File: src/oss_defs.vh
/*
 * Constants for the oscillator source select block: register offsets,
 * field positions, reset values and timing figures.
 * Assumes a 40 MHz APB clock on pclk and an includer that uses
 * plain Verilog-2005.
 */
// Overview of operation
// RULE1: Select field picks system clock source; changeable while running.
// RULE2: Low speed select bit picks slow RC or watch crystal.
// RULE3: Fast RC runs at 2, 4 or 8 MHz set by factory option.
// RULE4: Software sets fast RC frequency field equal to factory option.
// RULE5: Watch crystal starts on enable write of 1; usable after start-up.
// RULE6: Speed-up bit 0 gives low power mode, 1 gives speed-up mode.
// RULE7: Speed-up stabilises fast; clearing it later keeps oscillator running.
// RULE8: Mode frozen, speed-up writes ignored while crystal clocks system.
// RULE9: Crystal works in both modes; low power start-up is longer.
// RULE10: Software sets crystal mode before choosing it as system clock.
// RULE11: Pin-sharing bits route crystal pins to oscillator or general I/O.
// RULE12: Oscillators also clock watchdog and time base logic.
// RULE13: Watch crystal is a fixed 32.768 kHz clock downstream.
// RULE14: Slow RC is the other low speed source, nominal 32 kHz.
// RULE15: High speed sources are fast RC and external fast crystal.
// RULE16: Software always configures one high and one low speed source.
// RULE17: System clock stops in sleep or idle; independent clock runs.
// RULE18: Fast source select bit picks external crystal or fast RC.
// RULE19: High speed source divided by 1 to 64 per select field.
// RULE20: Source and ratio switching is glitch-free, no runt pulses.
`ifndef OSS_DEFS_VH
`define OSS_DEFS_VH

// =====================================================================
// Register map (byte addresses)
`define OSS_ADDR_CLK_CTRL   12'h000
`define OSS_ADDR_FRC_CTRL   12'h004
`define OSS_ADDR_WXT_CTRL   12'h008
`define OSS_ADDR_PIN_CTRL   12'h00c
`define OSS_ADDR_STATUS     12'h010

// =====================================================================
// Clock control register fields
`define OSS_CC_SEL_HI       7
`define OSS_CC_SEL_LO       5
`define OSS_CC_FHS          3
`define OSS_CC_FSS          2
`define OSS_CC_FHIDEN       1
`define OSS_CC_FSIDEN       0
`define OSS_SEL_SLOW        3'h7

// Fast RC control fields
`define OSS_FR_FREQ_HI      3
`define OSS_FR_FREQ_LO      2
`define OSS_FR_EN           0

// Watch crystal control fields
`define OSS_WX_SPEEDUP      2
`define OSS_WX_READY        1
`define OSS_WX_EN           0

// Pin control field
`define OSS_PIN_XTAL        0

// Status fields
`define OSS_ST_SYS_SLOW     0
`define OSS_ST_FRC_MATCH    1
`define OSS_ST_WXT_LOCK     2
`define OSS_ST_SYS_RUN      3
`define OSS_ST_DIV_LO       4

// Reset values
`define OSS_RST_CLK_CTRL    8'h00
`define OSS_RST_FRC_CTRL    4'h1
`define OSS_RST_WXT_CTRL    3'h0

// =====================================================================
// Start-up delays counted in slow clock ticks
`define OSS_WXT_START_FAST  16'h0400
`define OSS_WXT_START_LOWP  16'h1000

`endif

File: src/oss_sync.v
/*
 * Two-flop level synchroniser.
 * Assumes the input is a level from another domain.
 */
module oss_sync (
    input  wire clk,
    input  wire rst_n,
    input  wire d,
    output reg  q
);
    reg meta_q;

    // =================================================================
    // Synchroniser
    always @(posedge clk or negedge rst_n) begin
        if (!rst_n) begin
            meta_q <= 1'b0;
            q      <= 1'b0;
        end else begin
            meta_q <= d;
            q      <= meta_q;
        end
    end
endmodule // oss_sync

File: src/oss_clk_mux.v
/*
 * Glitch-free two-input clock enable switch.
 * Assumes the two enables come from the same clock domain.
 */
module oss_clk_mux (
    input  wire clk,
    input  wire rst_n,
    input  wire sel,
    input  wire en_a,
    input  wire en_b,
    output reg  en_out,
    output reg  sel_q
);
    reg pend_q;

    // =================================================================
    // Switch only on a cycle where neither enable fires
    always @(posedge clk or negedge rst_n) begin
        if (!rst_n) begin
            sel_q  <= 1'b0;
            pend_q <= 1'b0;
            en_out <= 1'b0;
        end else begin
            pend_q <= (sel != sel_q);
            if (pend_q && (sel != sel_q) && !en_a && !en_b) begin
                sel_q <= sel; // [RULE20]
            end
            en_out <= sel_q ? en_b : en_a;
        end
    end
endmodule // oss_clk_mux

File: src/oss_top.v
/*
 * Oscillator source and system clock select logic with APB registers.
 * Oscillators arrive as sampled pins; the system clock leaves as a
 * one-cycle enable on pclk. Assumes pclk at 40 MHz, far above fast
 * oscillator pin rates, and a factory option strap that is static.
 */
`include "oss_defs.vh"

module oss_top #(
    parameter START_FAST = `OSS_WXT_START_FAST,
    parameter START_LOWP = `OSS_WXT_START_LOWP
) (
    input  wire        pclk,
    input  wire        presetn,
    input  wire        psel,
    input  wire        penable,
    input  wire        pwrite,
    input  wire [11:0] paddr,
    input  wire [31:0] pwdata,
    output reg  [31:0] prdata,
    output reg         pready,
    output reg         pslverr,
    input  wire        frc_osc,
    input  wire        fxt_osc,
    input  wire        src_osc,
    input  wire        wxt_osc,
    input  wire [1:0]  frc_option,
    input  wire        cpu_halt,
    output reg         sys_clk_en,
    output reg         wdt_clk_en,
    output reg         tbase_clk_en,
    output reg         wxt_osc_enable,
    output reg         wxt_osc_speedup,
    output reg         wxt_pins_osc,
    output reg         fast_osc_enable
);

    // =================================================================
    // Registers
    reg [7:0]  clock_ctrl_reg_q;
    reg [3:0]  fast_rc_ctrl_reg_q;
    reg [2:0]  wxt_ctrl_q;
    reg        pin_ctrl_q;
    reg [15:0] wxt_cnt_q;
    reg        wxt_ready_q;
    reg [5:0]  div_cnt_q;
    reg        frc_d1_q, fxt_d1_q, src_d1_q, wxt_d1_q;
    reg        hs_tick, ls_tick, src_tick, wxt_tick;
    reg        div_tick;
    reg        frc_match_q;

    wire       frc_s, fxt_s, src_s, wxt_s;
    wire       hs_en, sys_en_mux, sel_slow_q;
    wire [2:0] sysclk_select_field;
    wire       low_speed_source_select;
    wire       fast_source_select;
    wire       wxt_is_sys;
    wire       apb_wr;
    wire       apb_rd;
    reg  [5:0] div_mask;

    assign sysclk_select_field =
        clock_ctrl_reg_q[`OSS_CC_SEL_HI:`OSS_CC_SEL_LO];
    assign low_speed_source_select = clock_ctrl_reg_q[`OSS_CC_FSS];
    assign fast_source_select      = clock_ctrl_reg_q[`OSS_CC_FHS];
    assign wxt_is_sys = (sysclk_select_field == `OSS_SEL_SLOW) &&
                        low_speed_source_select; // [RULE8] [RULE10]
    assign apb_wr = psel && penable && pwrite;
    assign apb_rd = psel && !pwrite;

    // =================================================================
    // Pin synchronisers; edge detect on the second flop only
    oss_sync u_sync_frc (.clk(pclk), .rst_n(presetn), .d(frc_osc),
                         .q(frc_s));
    oss_sync u_sync_fxt (.clk(pclk), .rst_n(presetn), .d(fxt_osc),
                         .q(fxt_s));
    oss_sync u_sync_src (.clk(pclk), .rst_n(presetn), .d(src_osc),
                         .q(src_s));
    oss_sync u_sync_wxt (.clk(pclk), .rst_n(presetn), .d(wxt_osc),
                         .q(wxt_s));

    always @(posedge pclk or negedge presetn) begin
        if (!presetn) begin
            frc_d1_q <= 1'b0;
            fxt_d1_q <= 1'b0;
            src_d1_q <= 1'b0;
            wxt_d1_q <= 1'b0;
        end else begin
            frc_d1_q <= frc_s;
            fxt_d1_q <= fxt_s;
            src_d1_q <= src_s;
            wxt_d1_q <= wxt_s;
        end
    end

    // =================================================================
    // Source ticks
    always @* begin
        src_tick = src_s && !src_d1_q; // [RULE14]
        // Crystal clock gated until start-up has elapsed
        wxt_tick = wxt_s && !wxt_d1_q && wxt_ready_q &&
                   wxt_ctrl_q[`OSS_WX_EN] && pin_ctrl_q; // [RULE13]
        hs_tick  = fast_source_select ?
                   (fxt_s && !fxt_d1_q) :
                   (frc_s && !frc_d1_q &&
                    fast_rc_ctrl_reg_q[`OSS_FR_EN]); // [RULE15] [RULE18]
        ls_tick  = low_speed_source_select ? wxt_tick
                                           : src_tick; // [RULE2]
    end

    // =================================================================
    // Divider 1..64; ratio 2^field for fields 0..6
    always @* begin
        case (sysclk_select_field)
            3'h0:    div_mask = 6'h00;
            3'h1:    div_mask = 6'h01;
            3'h2:    div_mask = 6'h03;
            3'h3:    div_mask = 6'h07;
            3'h4:    div_mask = 6'h0f;
            3'h5:    div_mask = 6'h1f;
            default: div_mask = 6'h3f;
        endcase
        // Ratio change takes effect on the next high speed tick, even mid-period
        // [RULE19] [RULE20]
        div_tick = hs_tick && ((div_cnt_q & div_mask) == 6'h00);
    end

    always @(posedge pclk or negedge presetn) begin
        if (!presetn) begin
            div_cnt_q <= 6'h00;
        end else if (hs_tick) begin
            div_cnt_q <= div_cnt_q - 6'h01;
        end
    end
    assign hs_en = div_tick;

    // =================================================================
    // Source switch between divided high speed and low speed
    oss_clk_mux u_mux (
        .clk    (pclk),
        .rst_n  (presetn),
        .sel    (sysclk_select_field == `OSS_SEL_SLOW), // [RULE1]
        .en_a   (hs_en),
        .en_b   (ls_tick),
        .en_out (sys_en_mux),
        .sel_q  (sel_slow_q)
    );

    // =================================================================
    // Watch crystal start-up
    always @(posedge pclk or negedge presetn) begin
        if (!presetn) begin
            wxt_cnt_q   <= 16'h0000;
            wxt_ready_q <= 1'b0;
        end else if (!wxt_ctrl_q[`OSS_WX_EN]) begin
            wxt_cnt_q   <= 16'h0000;
            wxt_ready_q <= 1'b0; // [RULE5]
        end else if (!wxt_ready_q && src_tick) begin
            wxt_cnt_q <= wxt_cnt_q + 16'h0001;
            // Low power mode only lengthens the wait
            if (wxt_cnt_q >= (wxt_ctrl_q[`OSS_WX_SPEEDUP] ?
                              START_FAST : START_LOWP)) begin
                wxt_ready_q <= 1'b1; // [RULE5] [RULE9]
            end
        end
    end

    // =================================================================
    // APB registers
    always @(posedge pclk or negedge presetn) begin
        if (!presetn) begin
            clock_ctrl_reg_q   <= `OSS_RST_CLK_CTRL;
            fast_rc_ctrl_reg_q <= `OSS_RST_FRC_CTRL;
            wxt_ctrl_q         <= `OSS_RST_WXT_CTRL;
            pin_ctrl_q         <= 1'b0;
        end else if (apb_wr) begin
            if (paddr == `OSS_ADDR_CLK_CTRL) begin
                clock_ctrl_reg_q <= {pwdata[7:5], 1'b0, pwdata[3:0]};
            end else if (paddr == `OSS_ADDR_FRC_CTRL) begin
                // Software must match the strap; mismatch shows in status
                fast_rc_ctrl_reg_q <= {pwdata[3:2], 1'b0,
                                       pwdata[0]}; // [RULE4]
            end else if (paddr == `OSS_ADDR_WXT_CTRL) begin
                wxt_ctrl_q[`OSS_WX_EN] <= pwdata[`OSS_WX_EN];
                if (!wxt_is_sys) begin
                    wxt_ctrl_q[`OSS_WX_SPEEDUP] <=
                        pwdata[`OSS_WX_SPEEDUP]; // [RULE6] [RULE7] [RULE8]
                end
            end else if (paddr == `OSS_ADDR_PIN_CTRL) begin
                pin_ctrl_q <= pwdata[`OSS_PIN_XTAL]; // [RULE11]
            end
        end
    end

    always @(posedge pclk or negedge presetn) begin
        if (!presetn) begin
            frc_match_q <= 1'b0;
        end else begin
            frc_match_q <= (fast_rc_ctrl_reg_q[`OSS_FR_FREQ_HI:
                            `OSS_FR_FREQ_LO] == frc_option); // [RULE3]
        end
    end

    always @(posedge pclk or negedge presetn) begin
        if (!presetn) begin
            prdata  <= 32'h0000_0000;
            pready  <= 1'b0;
            pslverr <= 1'b0;
        end else begin
            pready  <= psel && !penable;
            pslverr <= 1'b0;
            if (psel && !penable) begin
                prdata <= 32'h0000_0000;
                if (paddr == `OSS_ADDR_CLK_CTRL) begin
                    prdata <= {24'h000000, clock_ctrl_reg_q};
                end else if (paddr == `OSS_ADDR_FRC_CTRL) begin
                    prdata <= {28'h0000000, fast_rc_ctrl_reg_q[3:2],
                               frc_s | frc_d1_q,
                               fast_rc_ctrl_reg_q[0]};
                end else if (paddr == `OSS_ADDR_WXT_CTRL) begin
                    prdata <= {29'h00000000, wxt_ctrl_q[2],
                               wxt_ready_q, wxt_ctrl_q[0]};
                end else if (paddr == `OSS_ADDR_PIN_CTRL) begin
                    prdata <= {31'h00000000, pin_ctrl_q};
                end else if (paddr == `OSS_ADDR_STATUS) begin
                    prdata <= {22'h000000, div_cnt_q,
                               !cpu_halt, wxt_is_sys,
                               frc_match_q, sel_slow_q};
                end else begin
                    pslverr <= apb_rd | pwrite;
                end
            end
        end
    end

    // =================================================================
    // Clock enables out
    always @(posedge pclk or negedge presetn) begin
        if (!presetn) begin
            sys_clk_en      <= 1'b0;
            wdt_clk_en      <= 1'b0;
            tbase_clk_en    <= 1'b0;
            wxt_osc_enable  <= 1'b0;
            wxt_osc_speedup <= 1'b0;
            wxt_pins_osc    <= 1'b0;
            fast_osc_enable <= 1'b0;
        end else begin
            sys_clk_en   <= sys_en_mux && !cpu_halt; // [RULE17]
            // Watchdog stays on the slow RC even in sleep
            wdt_clk_en   <= src_tick; // [RULE12] [RULE17]
            tbase_clk_en <= ls_tick; // [RULE12]
            wxt_osc_enable  <= wxt_ctrl_q[`OSS_WX_EN] && pin_ctrl_q;
            wxt_osc_speedup <= wxt_ctrl_q[`OSS_WX_SPEEDUP]; // [RULE6]
            wxt_pins_osc    <= pin_ctrl_q; // [RULE11]
            fast_osc_enable <= !sel_slow_q ||
                               clock_ctrl_reg_q[`OSS_CC_FHIDEN];
        end
    end
endmodule // oss_top

File: config.mk
export PLATFORM = sky130hd
export DESIGN_NAME = oss_top
export DESIGN_NICKNAME = d
export VERILOG_FILES = /design/src/oss_sync.v /design/src/oss_clk_mux.v /design/src/oss_top.v
export VERILOG_INCLUDE_DIRS = /design/src /design/src/src
export SDC_FILE = /design/constraint.sdc
export NUM_CORES = 1
export LEC_CHECK = 0
export ABC_AREA = 1
export BUFFER_PORTS_ARGS = -buffer_cell sky130_fd_sc_hd__buf_4
export CORE_MARGIN = 4
export CORE_UTILIZATION = 24
export CTS_CLUSTER_DIAMETER = 200
export DETAILED_ROUTE_END_ITERATION = 8
export PLACE_DENSITY = 0.42
export RECOVER_POWER = 25
export SKIP_CTS_REPAIR_TIMING = 1
export SLEW_MARGIN = 5
export SYNTH_ARGS = -nofsm -noshare
export SYNTH_HDL_FRONTEND = slang
export SYNTH_HIERARCHICAL = 1
export SYNTH_SLANG_ARGS = --single-unit
File: constraint.sdc
create_clock -name pclk -period 2.6 [get_ports pclk]
set_input_delay 0 -clock pclk [delete_from_list [all_inputs] [get_ports pclk]]
set_output_delay 0 -clock pclk [all_outputs]
set_load 0.01 [all_outputs]
======== Word-level counts from Yosys, hierarchy flattened ========
Cells that the tools add are included.
word-level totals
  register bits after elaboration ......... 93
  word-level logic and storage cells ...... 120
cells by class
  add/subtract/negate cells ............... 2
  $lt $le $gt $ge ......................... 1
  equality and inequality tests ........... 14
  mux-type cells .......................... 21
  bitwise operators ....................... 7
  reductions and logical operators ........ 41
operators with widths
  operator               count
  $mux 10                5
  $pmux 6 s6             1
  $mux 16                2
  $eq 12x4->1 const B    2
  $logic_and 1x1->1      20
  $add 16x1->16 const B  1
  $ge 16x13->1           1
  $mux 13                1
  $eq 12x3->1 const B    1
  $eq 12x5->1 const B    1
  $logic_not 12->1       1
  $mux 1                 12
  $logic_not 1->1        11
  $reduce_and 5->1       2
  $eq 3x3->1 const B     3
  $and 6x6->6            1
  $eq 3x2->1 const B     2
  $logic_not 6->1        1
  $sub 6x1->6 const B    1
  $ne 2x1->1 const B     2
  $not 1->1              4
  $reduce_and 2->1       2
  $reduce_and 4->1       1
  $eq 3x1->1 const B     1
  6 further kinds        7

======== Logic depth before layout (Yosys ltp) ========
  depth in word-level cells ............... 9
  depth in mapped cells ................... 11
  depth with buffers taken out ............ 11

======== Cells and area by module ========
Netlist, hierarchy kept.
modules (own cells, without submodules)
  module       times used  cells an instance  area each (um^2)
  oss_top      1           417                3344.5
  oss_sync     4           2                  50.0
  oss_clk_mux  1           12                 118.9

======== Least setup slack after synthesis ========
OpenSTA, ideal clock, no wires.
  path kind ............................... register -> register
  start ................................... register fast_rc_ctrl_reg_q[0]
  end ..................................... register u_mux.sel_q
  library setup time ...................... 0.117 ns
  arrival ................................. 1.312 ns
  required time ........................... 2.483 ns
  slack ................................... 1.171 ns
  stages on the path, launching flop included .. 8
  path through ............................ dfstp_2 -> nand3_1 -> o22ai_2 -> o211ai_1 -> a21oi_1 -> nor2_2 -> nand3_1 -> nand2_1
on the way
  word-level cells in the longest chain between the ends .. 6
ends and longest elaborated chain
  item                             RTL line          RTL
  start: declaration               oss_top.v:41      reg [3:0] fast_rc_ctrl_reg_q;
  start signal: assignment         oss_top.v:173     fast_rc_ctrl_reg_q <= `OSS_RST_FRC_CTRL;
  start signal: assignment         oss_top.v:181     fast_rc_ctrl_reg_q <= {pwdata[3:2], 1'b0,
  $logic_and 1x1->1                oss_top.v:105     (frc_s && !frc_d1_q &&
  $mux 1                           oss_top.v:103     hs_tick = fast_source_select ?
  $logic_and 1x1->1                oss_top.v:125     div_tick = hs_tick && ((div_cnt_q & div_mask) == 6'h00);
  named net div_tick               oss_top.v:49      reg div_tick;
  $logic_not 1->1                  oss_clk_mux.v:25  if (pend_q && (sel != sel_q) && !en_a && !en_b) begin
  $logic_and 1x1->1 (2 in series)  oss_clk_mux.v:25
  end signal: assignment           oss_clk_mux.v:26  sel_q <= sel;
  end: declaration                 oss_clk_mux.v:12  output reg sel_q
The timed path passes the listed nets, and every way through them passes these cells.
A chain may end at the register's enable or synchronous reset.

======== Final worst setup path ========
Same ends and word-level chain as after synthesis.

==> out/metrics.cfg <==
[critical_path]
cp_max_fo = 8
crit_type = flop to flop
cp-end-kind = flop
worst_path_most_repeated_cell = nand3_1
cpPeakStageDelay_ns = 0.54
critical_path_required_ns = 2.83
path_cells = nand3_1 -> o22ai_2 -> o211ai_1 -> a21oi_1 -> nor2_2 -> nand3_1 -> nand2_1
crit_slowest_cell = dfstp_2
cp-start-kind = flop
cp.arrival_ns = 1.94

[global_routing]
grt_pass1_vias = 2948
grtUsageTotal_pct = 10.8
overflow = 0
antenna_found_initial = 0
grt_pass1_wl_um = 15000
grt_max_degree = 72

[die]
dieArea_um2 = 17300
die_x_um = 132
fp.dieH_um = 132
rows = 44
core_area_um2 = 14800
start_util_pct = 24.8
io_pins = 97

[synth]
synth_area_um2 = 3660
yosysSeqAreaShare_pct = 48.5
syn_avg_cell_area_um2 = 8.38
netlist_top_cells_area = dfrtp_1 48%, nand2_1 9.5%, inv_1 5.6%, buf_4 4.5%, nand3_1 4.1%
async_reset_ff_share_pct = 100
synth_flop_cell = dfrtp_1
synth_edf_count = 0
ys_ff_latch = 71
ys.warnings.count = 6
syn-instance-count = 437
synth_top_area_cell = dfrtp_1
yosysUniqueCellTypes = 40
netlist.area_leader.share_pct = 47.8

[detailed_routing]
vias_per_cell = 4.32
drt-initial-drc-count = 111
num_vias = 3008
routed_wl_um = 9060
drc = 0
postRouteAntennaNets = 0
first_pass_iters = 4
wl_per_cell_um = 13.0

[sta]
fmax_mhz = 584
finalHoldViolations = 0
slew_viol_final = 0
period_share_pct = 65.9
rsz0062_at_grt = no
layout_min_cycle_time_ns = 1.71
setup_viol = 0
fin_ws_ns = 0.887
fin_tns_setup_ns = 0
worst_pin_slew_ns = 0.925
fin_skew_ns = 0.00476
relSlewSlack_pct = 38.3

[cells_and_area]
design_area_um2 = 4500
final_nets = 568
drive_gt1_share_pct = 14.5
n_fill_cell = 1586
num_antenna_cells = 0
stdcell_count = 696
multi_input_area_um2 = 1510
regArea_um2 = 1780
area_growth_pct = 22.8

[status]
status = finished clean

[place]
gp_congestion = 0.836
hpwlAfterDp_um = 6800
numPlacedInstances = 665
dp_slack_ns = 0.889
place_area_um2 = 4150
portBuffers = 49

[clock_tree]
clock_path_buffers = 2
cts_max_level = 3
path_clk_slew_ns = 0.06
clock_sinks = 71
clock_latency_ns = 0.33
cts_tree = built
cts_made_buffers = 9
root_buffer = clkbuf_16

[power_and_ir_drop]
ir_drop_v = 0.000310
power_density_nw_per_um2 = 569
total_leakage_power_nw = 2.20
p_total_mw = 2.56

[hold_path]
min_path_type = primary input to flop

[run]
maxCapViolCount = 0

==> layout make-up <==
type	count	share of cell area, %
clock buffers	13	5.56
well taps	184	5.12
repair buffers	66	10.3
multi-input cells	301	33.6
clock inverters	3	0.973
flip-flops and latches	71	39.5
inverters	58	4.84
==> power breakdown <==
group          internal, mW  leakage [nW]  switching, mW
clock                 0.769         0.144          0.447
sequential             1.14         0.918         0.0310
combinational        0.0698          1.14          0.101
total                  1.98          2.20          0.579
==> flip-flops by register name (all words and copies together) (netlist names), 2 cells and up <==
signal and cells:
fast_rc_ctrl_reg_q 3, prdata 10, div_cnt_q 6, wxt_cnt_q 16, wxt_ctrl_q 2, clock_ctrl_reg_q 7
==> critical path: cells and delay by family, from the launching register on <==
family / cells / cell delay, ns
AOI/OAI and AO/OA: 3 / 0.74
and+or+nand+nor: 4 / 0.31
DFF: 1 / 0.54
==> routing by layer <==
metal  global-route usage (%)  wire length [µm]
met1                     13.9              4240
met2                     17.4              4300
met3                     3.40               387
met4                     3.50               131
met5                        0                 0
==> path summary, 6_finish.rpt <==
kind | start | to | slack [ns] | cells after the start
worst max register to register | fast_rc_ctrl_reg_q[0] | u_mux/sel_q | 0.89 | 7
max in group asynchronous | presetn | prdata[0] | 1.65 | 2
worst max-delay path | fast_rc_ctrl_reg_q[0] | u_mux/sel_q | 0.89 | 7
worst min register to register | u_sync_src/meta_q | u_sync_src/q | 0.35 | 0
min in group asynchronous | presetn | wxt_cnt_q[7] | 0.35 | 2
worst min-delay path | paddr[2] | pslverr | 0.08 | 4
==> metrics by stage <==
| step | utilization (%) | hold slack [ns] |
|---|---|---|
| global route | 30.5 | 0.0925 |
| CTS | 30.1 | -0.247 |
| floorplan | - | -0.296 |
| global placement | 28.1 | 0.110 |
| finish | 30.5 | 0.0828 |
| detailed placement | 28.1 | 0.112 |
==> cells in the final DEF, fill, tap and decap left out, types with 4 or more instances in the layout <==
master | netlist | layout
nand2_1 | 93 | 94
dfrtp_1 | 70 | 70
inv_1 | 55 | 55
nor2_1 | 39 | 43
nand3_1 | 30 | 30
buf_4 | 22 | 30
conb_1 | 1 | 22
clkbuf_1 | 0 | 21
nand4_1 | 16 | 16
o21ai_0 | 15 | 15
dlygate4sd3_1 | 0 | 15
nor3_1 | 11 | 11
a21oi_1 | 10 | 10
xor2_1 | 9 | 9
clkbuf_16 | 0 | 9
nor2_2 | 8 | 5
o21ai_1 | 5 | 5
ha_1 | 5 | 5
nand2_2 | 5 | 4
a21oi_2 | 4 | 4
==> kinds of logic after synthesis <==
logic type	synth area share [%]
AO/OA/AOI/OAI	8.20
AND/OR/NAND/NOR	27.7
buffers and inverters	11.6
XOR/XNOR	2.15
flip-flops	48.5
adder cells (fa/ha/maj)	1.71
other	0.102
==> synth_stat cells (4+ instances only) <==
library cell,n
nand2_1,93
dfrtp_1,70
inv_1,55
nor2_1,39
nand3_1,30
buf_4,22
nand4_1,16
o21ai_0,15
nor3_1,11
a21oi_1,10
xor2_1,9
nor2_2,8
ha_1,5
nand2_2,5
o21ai_1,5
a21oi_2,4
Note: power is estimated with default switching activity, not from simulation.
